===== config.mk =====
export PLATFORM = sky130hd
export DESIGN_NAME = fan_voltage_event_status
export DESIGN_NICKNAME = d
export VERILOG_FILES = /design/src/rtl/fan_event_pkg.sv /design/src/rtl/event_flag_cell.sv /design/src/rtl/fan_voltage_event_status.sv
export SDC_FILE = /design/constraint.sdc
export NUM_CORES = 1
export LEC_CHECK = 0
export BUFFER_PORTS_ARGS = -buffer_cell sky130_fd_sc_hd__buf_4
export CAP_MARGIN = 25
export CORE_ASPECT_RATIO = 0.9
export CORE_MARGIN = 2
export CORE_UTILIZATION = 39
export CTS_CLUSTER_DIAMETER = 30
export DETAILED_ROUTE_END_ITERATION = 8
export HOLD_SLACK_MARGIN = 0.02
export PLACE_DENSITY = 0.78
export SLEW_MARGIN = 20
export SYNTH_ARGS = -nofsm -noshare
export SYNTH_HDL_FRONTEND = slang
export SYNTH_SLANG_ARGS = --single-unit

===== constraint.sdc =====
create_clock -name MCLK -period 1.02 [get_ports MCLK]
set_clock_uncertainty 0.1 [all_clocks]
set_input_delay 0.204 -clock MCLK [delete_from_list [all_inputs] [get_ports MCLK]]
set_output_delay 0.204 -clock MCLK [all_outputs]
set_load 0.02 [all_outputs]

===== src/rtl/fan_event_pkg.sv =====
// Package with register map, flag positions and shared types of the event status block.
package fan_event_pkg;
	localparam logic [7:0] STATUS_TWO_ADDR   = 8'h42;
	localparam logic [7:0] VOLT_CODE_ADDR    = 8'h43;
	localparam logic [7:0] STATUS_TWO_RESET  = 8'h00;
	localparam logic [7:0] DIODE_FAULT_VALUE = 8'h80;
	localparam int         RAIL_BIT          = 0;
	localparam int         RSVD_BIT          = 1;
	localparam int         FAN_BIT0          = 2;
	localparam int         DIODE1_BIT        = 6;
	localparam int         DIODE2_BIT        = 7;
	localparam int         FAN_COUNT         = 4;
	localparam int         CODE_WIDTH        = 5;

	// Per-source readings that arrive from the measurement units, then the host port state.
	typedef struct packed {
		logic [7:0] rail_reading;
		logic [7:0] rail_low;
		logic [7:0] rail_high;
		logic       rail_update;
	} rail_in_t;

	typedef struct packed {
		logic [15:0] count;
		logic [15:0] minimum;
		logic        update;
	} fan_in_t;

	typedef struct packed {
		logic [7:0] flags;
		logic [7:0] rdata;
		logic       rd_prev;
	} status_state_t;
endpackage : fan_event_pkg


===== src/rtl/event_flag_cell.sv =====
// One sticky status flag with enable, update and clear-on-read behaviour.
`timescale 1ns/1ps
module event_flag_cell (
	input  wire logic clk,        // Block clock.
	input  wire logic rst_n,      // Synchronised active-low reset.
	input  wire logic start,      // Monitoring started.
	input  wire logic enable,     // Individual enable.
	input  wire logic update,     // Associated reading register updated.
	input  wire logic condition,  // Event condition currently present.
	input  wire logic rd_clear,   // Clear-on-read strobe.
	input  wire logic dis_clear,  // Immediate clear when enable drops.
	output logic      flag        // Sticky flag.
);
	typedef struct packed {
		logic flag;
	} cell_state_t;

	cell_state_t s_q;
	cell_state_t s_d;

	// Set wins over every clear so an event in the clear cycle is kept.
	always_comb begin
		s_d = s_q;
		if (rd_clear && !condition) begin
			s_d.flag = 1'b0;
		end
		if (dis_clear || (!enable && start && update)) begin
			s_d.flag = 1'b0;
		end
		if (start && enable && update && condition) begin
			s_d.flag = 1'b1;
		end
	end

	// State register; reset leaves the flag clear.
	always_ff @(posedge clk or negedge rst_n) begin
		if (!rst_n) begin
			s_q <= '0;
		end else begin
			s_q <= s_d;
		end
	end

	assign flag = s_q.flag;

	// A rise needs both enable and start one cycle earlier.
	a_flag_no_raise: assert property (@(posedge clk) disable iff (!rst_n)
		!$past(flag) && flag |-> $past(enable) && $past(start))
		else $error("Flag rose while disabled or stopped.");
	a_flag_keep: assert property (@(posedge clk) disable iff (!rst_n)
		$past(flag) && $past(condition) && !$past(dis_clear) && $past(enable) |-> flag)
		else $error("Flag dropped while its condition persisted.");
endmodule : event_flag_cell


===== src/rtl/fan_voltage_event_status.sv =====
// Second event status register and voltage code register with host port.
`timescale 1ns/1ps
module fan_voltage_event_status (
	input  wire logic                   MCLK,            // 10 MHz clock.
	input  wire logic                   RST_N,           // Async active-low reset.
	input  wire logic                   START,           // Monitoring start bit.
	input  wire logic [7:0]             ENABLES,         // Individual enables, bit per flag.
	input  fan_event_pkg::rail_in_t     RAIL,            // Twelve-volt reading and limits.
	input  fan_event_pkg::fan_in_t [3:0] FANS,           // Fan counts and minimums.
	input  wire logic                   DIODE_ONE_FAULT, // Diode one fault condition.
	input  wire logic                   DIODE_TWO_FAULT, // Diode two fault condition.
	input  wire logic [1:0]             DIODE_UPDATE,    // Diode reading updates.
	input  wire logic [4:0]             CPU_VOLTAGE_CODE, // Voltage code pins.
	input  wire logic [7:0]             ADDR,            // Host register address.
	input  wire logic                   RD_STB,          // Host read strobe.
	input  wire logic                   WR_STB,          // Host write strobe.
	output logic [7:0]                  RDATA,           // Captured read data.
	output logic                        SECOND_STATUS_SUMMARY, // Summary bit for status one.
	output logic [1:0]                  DIODE_FORCE,     // Force diode reading to fault value.
	output logic [7:0]                  DIODE_FORCE_VALUE, // Value to load on force.
	output logic [1:0]                  DIODE_LIMIT_CLR  // Clear diode limit error flags.
);
	logic [1:0] rst_sync_q;
	logic       rst_n_i;
	logic [4:0] code_meta_q;
	logic [4:0] code_sync_q;
	logic [7:0] cond;
	logic [7:0] upd;
	logic [7:0] flags;
	logic [7:0] en_prev_q;
	logic       rd_clear;
	fan_event_pkg::status_state_t s_q;
	fan_event_pkg::status_state_t s_d;

	// Reset release through two flops so every flop leaves reset together.
	always_ff @(posedge MCLK or negedge RST_N) begin
		if (!RST_N) begin
			rst_sync_q <= 2'h0;
		end else begin
			rst_sync_q <= {rst_sync_q[0], 1'b1};
		end
	end
	assign rst_n_i = rst_sync_q[1];

	// Pin levels from the processor are asynchronous, hence two flops.
	always_ff @(posedge MCLK or negedge rst_n_i) begin
		if (!rst_n_i) begin
			code_meta_q <= 5'h00;
			code_sync_q <= 5'h00;
			en_prev_q   <= 8'h00;
		end else begin
			code_meta_q <= CPU_VOLTAGE_CODE;
			code_sync_q <= code_meta_q;
			en_prev_q   <= ENABLES;
		end
	end

	// Event conditions per flag position.
	always_comb begin
		cond = 8'h00;
		upd  = 8'h00;
		cond[fan_event_pkg::RAIL_BIT] = (RAIL.rail_reading <= RAIL.rail_low) ||
			(RAIL.rail_reading > RAIL.rail_high);
		upd[fan_event_pkg::RAIL_BIT]  = RAIL.rail_update;
		cond[fan_event_pkg::DIODE1_BIT] = DIODE_ONE_FAULT;
		cond[fan_event_pkg::DIODE2_BIT] = DIODE_TWO_FAULT;
		upd[fan_event_pkg::DIODE1_BIT]  = DIODE_UPDATE[0];
		upd[fan_event_pkg::DIODE2_BIT]  = DIODE_UPDATE[1];
		for (int i = 0; i < fan_event_pkg::FAN_COUNT; i++) begin
			cond[fan_event_pkg::FAN_BIT0 + i] = FANS[i].count > FANS[i].minimum;
			upd[fan_event_pkg::FAN_BIT0 + i]  = FANS[i].update;
		end
	end

	// Clear fires once, on the cycle after the read data were captured.
	assign rd_clear = s_q.rd_prev;

	// One flag cell per status bit; the reserved position is a constant zero.
	// Only the diode flags take the immediate clear, the others wait for an update.
	genvar g;
	generate
		for (g = 0; g < 8; g++) begin : g_flag
			if (g == fan_event_pkg::RSVD_BIT) begin : g_rsvd
				assign flags[g] = 1'b0;
			end else begin : g_cell
				logic is_diode;
				assign is_diode = (g == fan_event_pkg::DIODE1_BIT) ||
					(g == fan_event_pkg::DIODE2_BIT);
				event_flag_cell u_cell (
					.clk       (MCLK),
					.rst_n     (rst_n_i),
					.start     (START),
					.enable    (ENABLES[g]),
					.update    (upd[g]),
					.condition (cond[g]),
					.rd_clear  (rd_clear),
					.dis_clear (is_diode && en_prev_q[g] && !ENABLES[g]),
					.flag      (flags[g])
				);
			end
		end
	endgenerate

	// Host port: data captured on the strobe, writes have no effect here.
	always_comb begin
		s_d = s_q;
		s_d.flags   = flags;
		s_d.rd_prev = RD_STB && (ADDR == fan_event_pkg::STATUS_TWO_ADDR);
		if (RD_STB) begin
			if (ADDR == fan_event_pkg::STATUS_TWO_ADDR) begin
				s_d.rdata = flags;
			end else if (ADDR == fan_event_pkg::VOLT_CODE_ADDR) begin
				s_d.rdata = {3'h0, code_sync_q};
			end else begin
				s_d.rdata = 8'h00;
			end
		end
	end

	// Port state register; read data stay until the next read strobe.
	always_ff @(posedge MCLK or negedge rst_n_i) begin
		if (!rst_n_i) begin
			s_q <= '0;
		end else begin
			s_q <= s_d;
		end
	end

	assign RDATA                 = s_q.rdata;
	assign SECOND_STATUS_SUMMARY = |flags;
	// Started diode fault loads the fault value so the limit error follows.
	assign DIODE_FORCE       = {START && DIODE_TWO_FAULT, START && DIODE_ONE_FAULT};
	assign DIODE_FORCE_VALUE = fan_event_pkg::DIODE_FAULT_VALUE;
	assign DIODE_LIMIT_CLR   = {en_prev_q[fan_event_pkg::DIODE2_BIT] &&
		!ENABLES[fan_event_pkg::DIODE2_BIT], en_prev_q[fan_event_pkg::DIODE1_BIT] &&
		!ENABLES[fan_event_pkg::DIODE1_BIT]};

	// Summary follows the flag registers directly; the reserved bit is a constant zero.
	a_summary_tracks: assert property (@(posedge MCLK) disable iff (!rst_n_i)
		SECOND_STATUS_SUMMARY == (flags != 8'h00))
		else $error("Summary does not track flags.");
	a_rsvd_zero: assert property (@(posedge MCLK) disable iff (!rst_n_i)
		flags[fan_event_pkg::RSVD_BIT] == 1'b0)
		else $error("Reserved bit set.");

	// A write must leave both the flags and the last read data alone.
	a_write_ignored: assert property (@(posedge MCLK) disable iff (!rst_n_i)
		WR_STB && !RD_STB && !rd_clear && !START && ENABLES == $past(ENABLES)
		|=> flags == $past(flags))
		else $error("Write changed flags.");
	a_write_rdata: assert property (@(posedge MCLK) disable iff (!rst_n_i)
		WR_STB && !RD_STB |=> RDATA == $past(RDATA))
		else $error("Write changed read data.");

	// Read path: data are captured first, the clear strobe follows one cycle later.
	a_read_data: assert property (@(posedge MCLK) disable iff (!rst_n_i)
		RD_STB && ADDR == fan_event_pkg::STATUS_TWO_ADDR |=> RDATA == $past(flags))
		else $error("Read data wrong.");
	a_clear_after: assert property (@(posedge MCLK) disable iff (!rst_n_i)
		RD_STB && ADDR == fan_event_pkg::STATUS_TWO_ADDR |=> rd_clear)
		else $error("Clear strobe missing.");
	a_read_clear: assert property (@(posedge MCLK) disable iff (!rst_n_i)
		rd_clear && !cond[fan_event_pkg::RAIL_BIT] && !upd[fan_event_pkg::RAIL_BIT]
		|=> !flags[fan_event_pkg::RAIL_BIT])
		else $error("Read left an ended rail event set.");
	a_code_read: assert property (@(posedge MCLK) disable iff (!rst_n_i)
		RD_STB && ADDR == fan_event_pkg::VOLT_CODE_ADDR
		|=> RDATA == {3'h0, $past(code_sync_q)})
		else $error("Code register read wrong.");

	// Setting needs start, the individual enable and a reading update.
	a_stopped_quiet: assert property (@(posedge MCLK) disable iff (!rst_n_i)
		!$past(START) |-> (flags & ~$past(flags)) == 8'h00)
		else $error("Flag set while stopped.");
	a_no_rise_disabled: assert property (@(posedge MCLK) disable iff (!rst_n_i)
		(flags & ~s_q.flags & ~$past(ENABLES)) == 8'h00)
		else $error("Flag rose while its enable was low.");
	a_rail_set: assert property (@(posedge MCLK) disable iff (!rst_n_i)
		START && ENABLES[fan_event_pkg::RAIL_BIT] && RAIL.rail_update &&
		((RAIL.rail_reading <= RAIL.rail_low) ||
		(RAIL.rail_reading > RAIL.rail_high)) |=> flags[fan_event_pkg::RAIL_BIT])
		else $error("Rail limit event not flagged.");
	a_fan_set: assert property (@(posedge MCLK) disable iff (!rst_n_i)
		START && ENABLES[fan_event_pkg::FAN_BIT0] && FANS[0].update &&
		(FANS[0].count > FANS[0].minimum) |=> flags[fan_event_pkg::FAN_BIT0])
		else $error("Slow fan not flagged.");

	// Enable handling: a disabled flag clears on an update, but holds while stopped.
	a_disabled_clear: assert property (@(posedge MCLK) disable iff (!rst_n_i)
		START && FANS[3].update && !ENABLES[fan_event_pkg::FAN_BIT0 + 3]
		|=> !flags[fan_event_pkg::FAN_BIT0 + 3])
		else $error("Disabled flag kept after update.");
	a_stopped_hold: assert property (@(posedge MCLK) disable iff (!rst_n_i)
		!START && !rd_clear && flags[fan_event_pkg::FAN_BIT0 + 3]
		|=> flags[fan_event_pkg::FAN_BIT0 + 3])
		else $error("Flag dropped while stopped.");

	// Diode flags: the enable clears them at once, a read never while faulted.
	a_diode_dis_clear: assert property (@(posedge MCLK) disable iff (!rst_n_i)
		DIODE_LIMIT_CLR != 2'b00
		|=> (flags[fan_event_pkg::DIODE2_BIT:fan_event_pkg::DIODE1_BIT] &
		$past(DIODE_LIMIT_CLR)) == 2'b00)
		else $error("Diode flag kept after enable dropped.");
	a_diode_persist: assert property (@(posedge MCLK) disable iff (!rst_n_i)
		rd_clear && DIODE_ONE_FAULT && ENABLES[fan_event_pkg::DIODE1_BIT] &&
		flags[fan_event_pkg::DIODE1_BIT] |=> flags[fan_event_pkg::DIODE1_BIT])
		else $error("Read cleared a persisting diode fault.");
	a_diode_force: assert property (@(posedge MCLK) disable iff (!rst_n_i)
		START && DIODE_ONE_FAULT |-> DIODE_FORCE[0])
		else $error("Diode force missing.");

	c_rail_set: cover property (@(posedge MCLK) $rose(flags[0]));
	c_fan_set: cover property (@(posedge MCLK) $rose(flags[2]));
	c_read_clear: cover property (@(posedge MCLK) rd_clear ##1 flags == 8'h00);
	c_diode_set: cover property (@(posedge MCLK) $rose(flags[6]));
	c_diode_disable: cover property (@(posedge MCLK) DIODE_LIMIT_CLR != 2'b00);
endmodule : fan_voltage_event_status


==> results.json, run 1 <==
{
  "grt_max_degree": 18,
  "ys_ff_latch": 30,
  "dpl_cell_area_mm2": 0.00508,
  "setup_ws_ns": -0.465,
  "ys_warn_count": 0,
  "vias": 3654,
  "netlist.area_leader.share_pct": 31.3,
  "crit_path_end_kind": "output pin",
  "fin_crit_ns": 1.48,
  "critical_path.startpoint_type": "register",
  "place_congestion": 0.837,
  "grt_pass1_wl_um": 16500,
  "yosysUniqueCellTypes": 35,
  "syn2layout_area_growth_pct": 79.7,
  "cp_slowest_cell": "dfrtp_1",
  "violations": "setup timing",
  "syn_avg_cell_area_um2": 8.32,
  "slowest_delay_ns": 0.39,
  "ant_nets": 0,
  "wl_per_cell_um": 14.7,
  "portBuffers": 197,
  "critPathTopFamily": "flip-flops",
  "dieArea_mm2": 0.00895,
  "cp.required_ns": 0.72,
  "timing.final.crit_share_pct": 146,
  "status": "finished with violations",
  "die_w_um": 99.5,
  "layout-drive-gt1-share_pct": 48.0,
  "leakage_nw": 3.06,
  "place.detailed.hpwl_um": 8640,
  "row_count": 31,
  "synth_area_mm2": 0.00320,
  "finalSetupViolations": 24,
  "core_area_mm2": 0.00799,
  "clockBufferDepth": 2,
  "cp_num_buf_inv": 1,
  "first_pass_iters": 4,
  "drt-total-wl_um": 10700,
  "cts_tree": "yes",
  "nets": 899,
  "rrSetupSlack_ns": -0.30,
  "dp_slack_ns": -0.746,
  "drc": 0,
  "clkLatencyLatePin_ns": 0.27,
  "rsz0062_at_grt": "true",
  "antenna_found_initial": 0,
  "synth-edff-count": 0,
  "async_flop_share_pct": 100,
  "final_cell_count_no_fill": 732,
  "synth_top_area_cell": "ha_1",
  "hold_class": "reg -> async",
  "overflow": 0,
  "fp.dieH_um": 90.0,
  "critical_path_class": "reg -> out",
  "cts_root_buffer": "clkbuf_8",
  "fmaxAchievable_ghz": 0.674,
  "powerDensity_mw_per_mm2": 811,
  "path_cells": "nor4_2 -> nand2_1 -> buf_6",
  "syn_inst": 385,
  "grt_pass1_vias": 3840,
  "seq_area_frac_synth_pct": 23.4,
  "cts.sink_count": 30,
  "synth.area.top_cells": "ha_1, dfrtp_1, inv_1",
  "antenna_cells": 0,
  "slew_viol_final": 0,
  "grtUsageTotal_pct": 22.4,
  "drt_iter0_markers": 61,
  "vias_per_cell": 4.99,
  "initial_utilization_pct": 40.1,
  "arrival_ns": 1.18,
  "dp.cells": 707,
  "htree_levels": 2,
  "cap_violations": 0,
  "final_hold_viol_count": 0,
  "pin_count": 208,
  "synth_flop_cell": "dfrtp_1",
  "fin_area_mm2": 0.00575,
  "cts_buffers": 5,
  "peakVddDrop_mv": 0.528,
  "cp_max_fo": 2,
  "power_mw": 4.67,
  "clkSlewWorstSetupHoldPaths_ns": 0.07
}
cell type report:
class	instances	area (µm²)
Inverter	89	362
Tap cell	99	124
Fill cell	596	2240
Clock buffer	6	82.6
Sequential cell	30	752
Timing Repair Buffer	244	1950
Clock inverter	2	60.1
Multi-Input combinational cell	262	2420
cells in the final DEF, fill, tap and decap left out, types with 2 or more instances in the layout:
cell type	count
a31oi_1	2
a22oi_2	2
inv_2	6
inv_1	74
a21oi_2	3
and2_4	2
clkbuf_8	6
mux2i_1	4
nor2b_1	10
inv_6	2
ha_4	17
o21ai_0	6
o211ai_1	6
nor2_4	2
dlygate4sd3_1	8
nand3_1	6
inv_4	7
nand4_1	21
buf_6	24
nor3_1	2
nand2_1	18
conb_1	9
ha_1	63
buf_4	211
or3_1	3
dfrtp_1	29
nor3_2	4
bufinv_16	2
nor2b_4	3
nor2_1	9
o21ai_1	7
a22oi_1	2
a2111oi_2	5
a21o_1	5
a211oi_1	3
a21oi_1	34
layer usage:
metal / part of all wire (%) / routed length (µm) / vias up / global-route usage, %
met5: 0 / 0 / - / 0
li1: - / - / 1823 / -
met4: 1.8 / 196 / 0 / 5.48
met3: 6.8 / 732 / 18 / 4.04
met1: 37 / 4020 / 1669 / 24.5
met2: 54 / 5780 / 144 / 43.9
per-stage QoR:
stage	util (%)	hold slack, ns	TNS (ns)
final	72.0	0.0391	-4.09
after detailed placement	63.5	-0.113	-7.47
after CTS	68.6	0.0219	-3.99
after floorplan	-	-0.192	-3.31
after global placement	63.5	-0.113	-6.97
after global routing	72.0	0.0310	-5.51
repair_timing:
| item | 4_1_cts | 5_1_grt |
|---|---|---|
| setup endpoints to repair | 28 | 26 |
| hold buffers | 8 | 0 |
| hold endpoints to repair | 9 | 0 |
| resized for setup | 43 | 44 |
| setup buffers | 6 | 5 |
| pin swaps | 15 | 27 |
final timing paths:
kind,from,end,cells past startpoint
max,g_flag[6].g_cell.u_cell.flag,SECOND_STATUS_SUMMARY,3
min,rst_sync_q[1],code_meta_q[3],0
max reg2reg,g_flag[2].g_cell.u_cell.flag,g_flag[2].g_cell.u_cell.flag,3
min reg2reg,rst_sync_q[1],code_meta_q[3],0
max in group asynchronous,rst_sync_q[1],rd_clear,1
min in group MCLK,ADDR[0],rd_clear,2
Yosys cell counts, types with 2 or more instances:
cell	instances
nand4_1	21
or3_1	3
buf_4	10
a211oi_1	4
nor3_1	6
a31oi_1	2
inv_1	89
mux2i_1	4
nor2_1	10
o21ai_0	13
ha_1	80
a21oi_1	37
nor2b_1	13
a22oi_1	4
a21o_1	5
nand2_1	18
dfrtp_1	30
a2111oi_0	6
and2_1	3
o211ai_1	6
nand3_1	6
conb_1	2
registers in the layout, indices dropped and copies added (netlist names):
| name | count |
|---|---|
| rst_sync_q | 2 |
| g_flag.g_cell.u_cell.flag | 7 |
| rd_clear | 1 |
| RDATA | 8 |
| en_prev_q | 2 |
| code_meta_q | 5 |
| code_sync_q | 5 |
power by group:
part           internal (mW)  switching [mW]  leakage (nW)  total [mW]
Combinational           1.10           0.795          2.61        1.90
Clock                   1.04           0.444        0.0714        1.49
Sequential              1.24          0.0374         0.381        1.28
logic make-up (layout without fill, tap and decap cells):
kind of cell	count (synthesis)	count (layout)	share of synthesized area, %
compound gates	84	84	16.4
other cells	2	9	0.235
flops	30	30	23.4
mux	5	5	1.60
buf+inv	100	341	12.9
fa+ha+maj	80	80	31.3
simple gates	84	84	14.2
(Power assumes the default switching activity.)
==> run 2, diff against run 1 <==
Settings changed: SKIP_LAST_GASP set to 1.
==> results.json, run 2 (synthesis gave the netlist of run 1 again) <==
{
  "drc": 0,
  "p_sw_mw": 1.23,
  "sw_frac_of_total_pct": 27.0,
  "grtUsageTotal_pct": 21.9,
  "grt_max_degree": 18,
  "fin_util_pct": 69.7,
  "final_common_cell": "buf_4",
  "regToRegStartpoint": "g_flag[2].g_cell.u_cell.flag",
  "violations": "setup timing",
  "drt_iter0_markers": 74,
  "largest_reg_flops": 8,
  "pin_count": 208,
  "power_mw": 4.57,
  "ant_nets": 0,
  "slew_viol_final": 0,
  "r2r-end": "g_flag[2].g_cell.u_cell.flag",
  "drt-total-wl_um": 10300,
  "critical_path_class": "in -> reg",
  "dieArea_mm2": 0.00895,
  "overflow": 0,
  "final_cell_mix": "buf_4, inv_1, ha_1, a21oi_1, dfrtp_1",
  "syn2layout_area_growth_pct": 74.1,
  "cts_root_buffer": "clkbuf_8",
  "place_congestion": 0.837,
  "intPower_mw": 3.34,
  "place.detailed.hpwl_um": 8640,
  "layout-drive-gt1-share_pct": 44.6,
  "die_w_um": 99.5,
  "crit_path_end_kind": "register",
  "htree_levels": 2,
  "first_pass_iters": 4,
  "fp.dieH_um": 90.0,
  "rrSetupSlack_ns": -0.32,
  "reg2reg_depth": 3,
  "hold_class": "reg -> async",
  "peakVddDrop_mv": 0.525,
  "cts.sink_count": 30,
  "cap_violations": 0,
  "clockBufferDepth": 2,
  "pwr-share-clk_pct": 32.5,
  "cp_max_fo": 3,
  "tns_ns": -4.31,
  "core_area_mm2": 0.00799,
  "cts_buffers": 5,
  "fin_crit_ns": 1.49,
  "antenna_found_initial": 0,
  "setup_ws_ns": -0.474,
  "wl_per_cell_um": 14.1,
  "portBuffers": 197,
  "row_count": 31,
  "cts_tree": "yes",
  "rsz0062_at_grt": "true",
  "clkLatencyLatePin_ns": 0.27,
  "grt_pass1_wl_um": 16200,
  "clkSlewWorstSetupHoldPaths_ns": 0.07,
  "arrival_ns": 1.54,
  "timing.final.crit_share_pct": 146,
  "dpl_cell_area_mm2": 0.00508,
  "grt_pass1_vias": 3786,
  "finalSetupViolations": 24,
  "seqPwrFrac_pct": 28.0,
  "powerDensity_mw_per_mm2": 820,
  "nets": 898,
  "vias_per_cell": 4.95,
  "antenna_cells": 0,
  "final_hold_viol_count": 0,
  "vias": 3616,
  "leakage_nw": 3.06,
  "initial_utilization_pct": 40.1,
  "comb_power_share_pct": 39.5,
  "fmaxAchievable_ghz": 0.669,
  "status": "finished with violations",
  "fin_area_mm2": 0.00557,
  "cp.required_ns": 1.06,
  "critical_path.startpoint_type": "input pin"
}
run 2: worst max-delay path by stage:
stage | depth (start not counted) | to | startpoint
floorplan | 5 | g_flag[3].g_cell.u_cell.flag | FANS[57]
finish | 6 | g_flag[2].g_cell.u_cell.flag | FANS[28]
global route | 6 | g_flag[2].g_cell.u_cell.flag | FANS[28]
CTS | 3 | SECOND_STATUS_SUMMARY | g_flag[7].g_cell.u_cell.flag
detailed placement | 8 | g_flag[2].g_cell.u_cell.flag | FANS[2]
global placement | 8 | g_flag[4].g_cell.u_cell.flag | FANS[68]
run 2: what timing repair did:
action / CTS / global route
buffers inserted: 6 / 4
gates resized for setup: 26 / 32
hold endpoints to repair: 9 / 0
pin swaps: 13 / 19
hold buffers: 8 / 0
endpoints found under the setup margin: 28 / 26
run 2: routing by layer:
| metal | vias up | share of wire [%] | global-route usage, % |
|---|---|---|---|
| met5 | - | 0 | 0 |
| met4 | 0 | 1.3 | 4.57 |
| met3 | 12 | 6.6 | 3.97 |
| met2 | 132 | 54 | 42.8 |
| met1 | 1650 | 38 | 24.3 |
| li1 | 1822 | - | - |
run 2: worst max-delay path, cell delays in order:
cell      delay, ns
buf_4          0.12
ha_1           0.28
nand4_1        0.21
or3_1          0.41
nor3_1         0.24
a211oi_2       0.06
run 2: stage by stage:
stage / instances / worst slack, ns / hold slack [ns]
floorplan: 392 / -0.495 / -0.192
global placement: 707 / -0.715 / -0.113
detailed placement: 707 / -0.746 / -0.113
CTS: 727 / -0.499 / 0.0219
global route: 731 / -0.523 / 0.0304
finish: 731 / -0.474 / 0.0391
run 2: final cells by class:
| type | instances | area [µm²] |
|---|---|---|
| Tap cell | 99 | 124 |
| Clock inverter | 2 | 60.1 |
| Clock buffer | 6 | 82.6 |
| Timing Repair Buffer | 243 | 1930 |
| Fill cell | 637 | 2420 |
| Inverter | 89 | 352 |
| Sequential cell | 30 | 752 |
| Multi-Input combinational cell | 262 | 2270 |
run 2: power groups by stage:
stage	Combinational [mW]	Sequential, mW	Clock, mW
2_1_floorplan	0.725	1.31	0
3_3_place_gp	1.59	1.30	0
3_5_place_dp	1.66	1.30	0
4_1_cts	1.72	1.28	1.51
5_1_grt	1.99	1.29	1.59
6_report	1.81	1.28	1.48
==> run 3, diff against run 2 <==
Settings changed: ABC_AREA set to 1, CORE_UTILIZATION 39 to 40, GPL_ROUTABILITY_DRIVEN set to 0, GPL_TIMING_DRIVEN set to 0.
==> results.json, run 3 <==
{
  "grtUsageTotal_pct": 22.6,
  "syn_avg_cell_area_um2": 7.09,
  "place.detailed.hpwl_um": 8720,
  "synth_common_cells": "nand2_1, inv_1, ha_1",
  "final_cell_count_no_fill": 810,
  "cap_violations": 0,
  "tns_ns": -2.19,
  "seq_area_frac_synth_pct": 22.1,
  "largest_reg_flops": 8,
  "powerDensity_mw_per_mm2": 689,
  "slew_headroom_pct": 62.8,
  "tightest_slew_ns": 0.558,
  "final_cell_mix": "buf_4, nand2_1, buf_6, ha_4, inv_1",
  "hold-path-endpoint": "g_flag[7].g_cell.u_cell.flag",
  "regToRegStartpoint": "g_flag[2].g_cell.u_cell.flag",
  "violations": "setup timing",
  "rrSetupSlack_ns": -0.01,
  "seqCellArea_um2": 751,
  "overflow": 0,
  "clkLatencyLatePin_ns": 0.26,
  "grt_max_degree": 18,
  "die_w_um": 101,
  "synthMostInstantiatedCell": "nand2_1",
  "portBuffers": 196,
  "critical_path_class": "reg -> out",
  "dp_slack_ns": -0.459,
  "arrival_ns": 1.17,
  "ys_ff_latch": 30,
  "cts_buffers": 5,
  "dieArea_mm2": 0.00923,
  "drt_iter0_markers": 115,
  "cp_max_fo": 4,
  "nets": 979,
  "fin_area_mm2": 0.00657,
  "rsz0062_at_grt": "true",
  "cp.required_ns": 0.72,
  "wl_per_cell_um": 14.9,
  "hold_depth": 2,
  "r2r-end": "g_flag[2].g_cell.u_cell.flag",
  "power_mw": 4.53,
  "dp.cells": 781,
  "grt_pass1_wl_um": 17200,
  "fin_util_pct": 80.6,
  "num-fill-cells": 484,
  "setup_ws_ns": -0.458,
  "grt_pass1_vias": 4149,
  "pin_count": 208,
  "first_pass_iters": 4,
  "drt-total-wl_um": 12100,
  "hp-start": "DIODE_UPDATE[1]",
  "clkSlewWorstSetupHoldPaths_ns": 0.06,
  "drc": 0,
  "cts_root_buffer": "clkbuf_8",
  "slew_viol_final": 0,
  "layout-drive-gt1-share_pct": 56.8,
  "holdWs_ns": 0.0539,
  "multi_input_area_mm2": 0.00308,
  "yosysUniqueCellTypes": 28,
  "crit_path_end_kind": "output pin",
  "fin_crit_ns": 1.48,
  "timing.final.crit_share_pct": 145,
  "row_count": 31,
  "syn2layout_area_growth_pct": 93.7,
  "synth_flop_cell": "dfrtp_1",
  "antenna_found_initial": 0,
  "cts_tree": "yes",
  "clockBufferDepth": 2,
  "core_area_mm2": 0.00815,
  "fmaxAchievable_ghz": 0.676,
  "critical_path.startpoint_type": "register",
  "htree_levels": 2,
  "initial_utilization_pct": 41.6,
  "vias": 4028,
  "final_common_cell": "buf_4",
  "final_hold_viol_count": 0,
  "fp.dieH_um": 91.3,
  "cts.sink_count": 30,
  "dpl_cell_area_mm2": 0.00539,
  "synth_area_mm2": 0.00339,
  "status": "finished with violations",
  "antenna_cells": 0,
  "vias_per_cell": 4.97,
  "hold_class": "in -> reg",
  "synth-edff-count": 0,
  "netlist.area_leader.share_pct": 29.5,
  "async_flop_share_pct": 100,
  "syn_inst": 478,
  "synth_top_area_cell": "ha_1",
  "reg2reg_depth": 3,
  "ant_nets": 0,
  "peakVddDrop_mv": 0.562,
  "leakage_nw": 3.37,
  "finalSetupViolations": 20,
  "ys_warn_count": 0,
  "synth.area.top_cells": "ha_1, dfrtp_1, nand2_1"
}
==> run 3: cell types whose count changed after synthesis, sizes merged, moves of 4 or more <==
cell,delta
nand3,+10
a22oi,-4
or2,+5
nand4,-14
a2111oi,-7
inv,+28
nor2b,-13
mux2i,-4
nand2,+97
nor2,+10
a211oi,-4
==> run 3: logic make-up (layout without fill, tap and decap cells) <==
| logic type | after synthesis | count (layout) | synth area share (%) |
|---|---|---|---|
| flip-flops | 30 | 30 | 22.1 |
| AND/OR/NAND/NOR | 176 | 176 | 22.5 |
| other | 2 | 9 | 0.221 |
| AO/OA/AOI/OAI | 62 | 62 | 10.3 |
| buffers and inverters | 128 | 354 | 15.3 |
| adder cells (fa/ha/maj) | 80 | 80 | 29.5 |
==> run 3: worst max-delay path, stage by stage (launching register included) <==
cell     delay [ns]
dfrtp_1        0.41
nor4_1         0.26
nand2_1        0.10
buf_6          0.14
==> run 3: how the worst max path moves through the flow <==
stage                                       startpoint                      endpoint  slack, ns  cells past startpoint
after floorplan                               RAIL[12]  g_flag[0].g_cell.u_cell.flag      -0.23                      9
after global placement                        RAIL[24]  g_flag[0].g_cell.u_cell.flag      -0.44                      8
after detailed placement                      RAIL[24]  g_flag[0].g_cell.u_cell.flag      -0.46                      8
after CTS                 g_flag[2].g_cell.u_cell.flag         SECOND_STATUS_SUMMARY      -0.47                      3
after global routing      g_flag[2].g_cell.u_cell.flag         SECOND_STATUS_SUMMARY      -0.53                      3
final                     g_flag[4].g_cell.u_cell.flag         SECOND_STATUS_SUMMARY      -0.46                      3
==> run 3: what timing repair did <==
action / CTS / global route
resized for setup: 101 / 101
pin swaps: 62 / 81
endpoints found under the hold margin: 9 / 0
hold buffers: 8 / 0
buffers inserted: 14 / 6
endpoints found under the setup margin: 23 / 23
==> run 3: cell type report <==
type	instances	area share [%]
Multi-Input combinational cell	327	46.8
Timing Repair Buffer	222	29.8
Sequential cell	30	11.4
Inverter	117	7.79
Tap cell	99	1.89
Clock buffer	6	1.26
Buffer	9	1.03
==> run 3: per-layer routing <==
layer	vias to the layer above	track usage (%)	share of wire, %
met5	-	0	0
met4	0	8.00	3.5
met3	40	5.31	8.5
met2	183	44.6	55
met1	1840	22.4	33
li1	1965	-	-
==> run 3: report_power, final <==
part	internal, mW	switching [mW]	total [mW]
Combinational	1.30	1.03	2.34
Clock	0.518	0.374	0.892
Sequential	1.25	0.0498	1.30
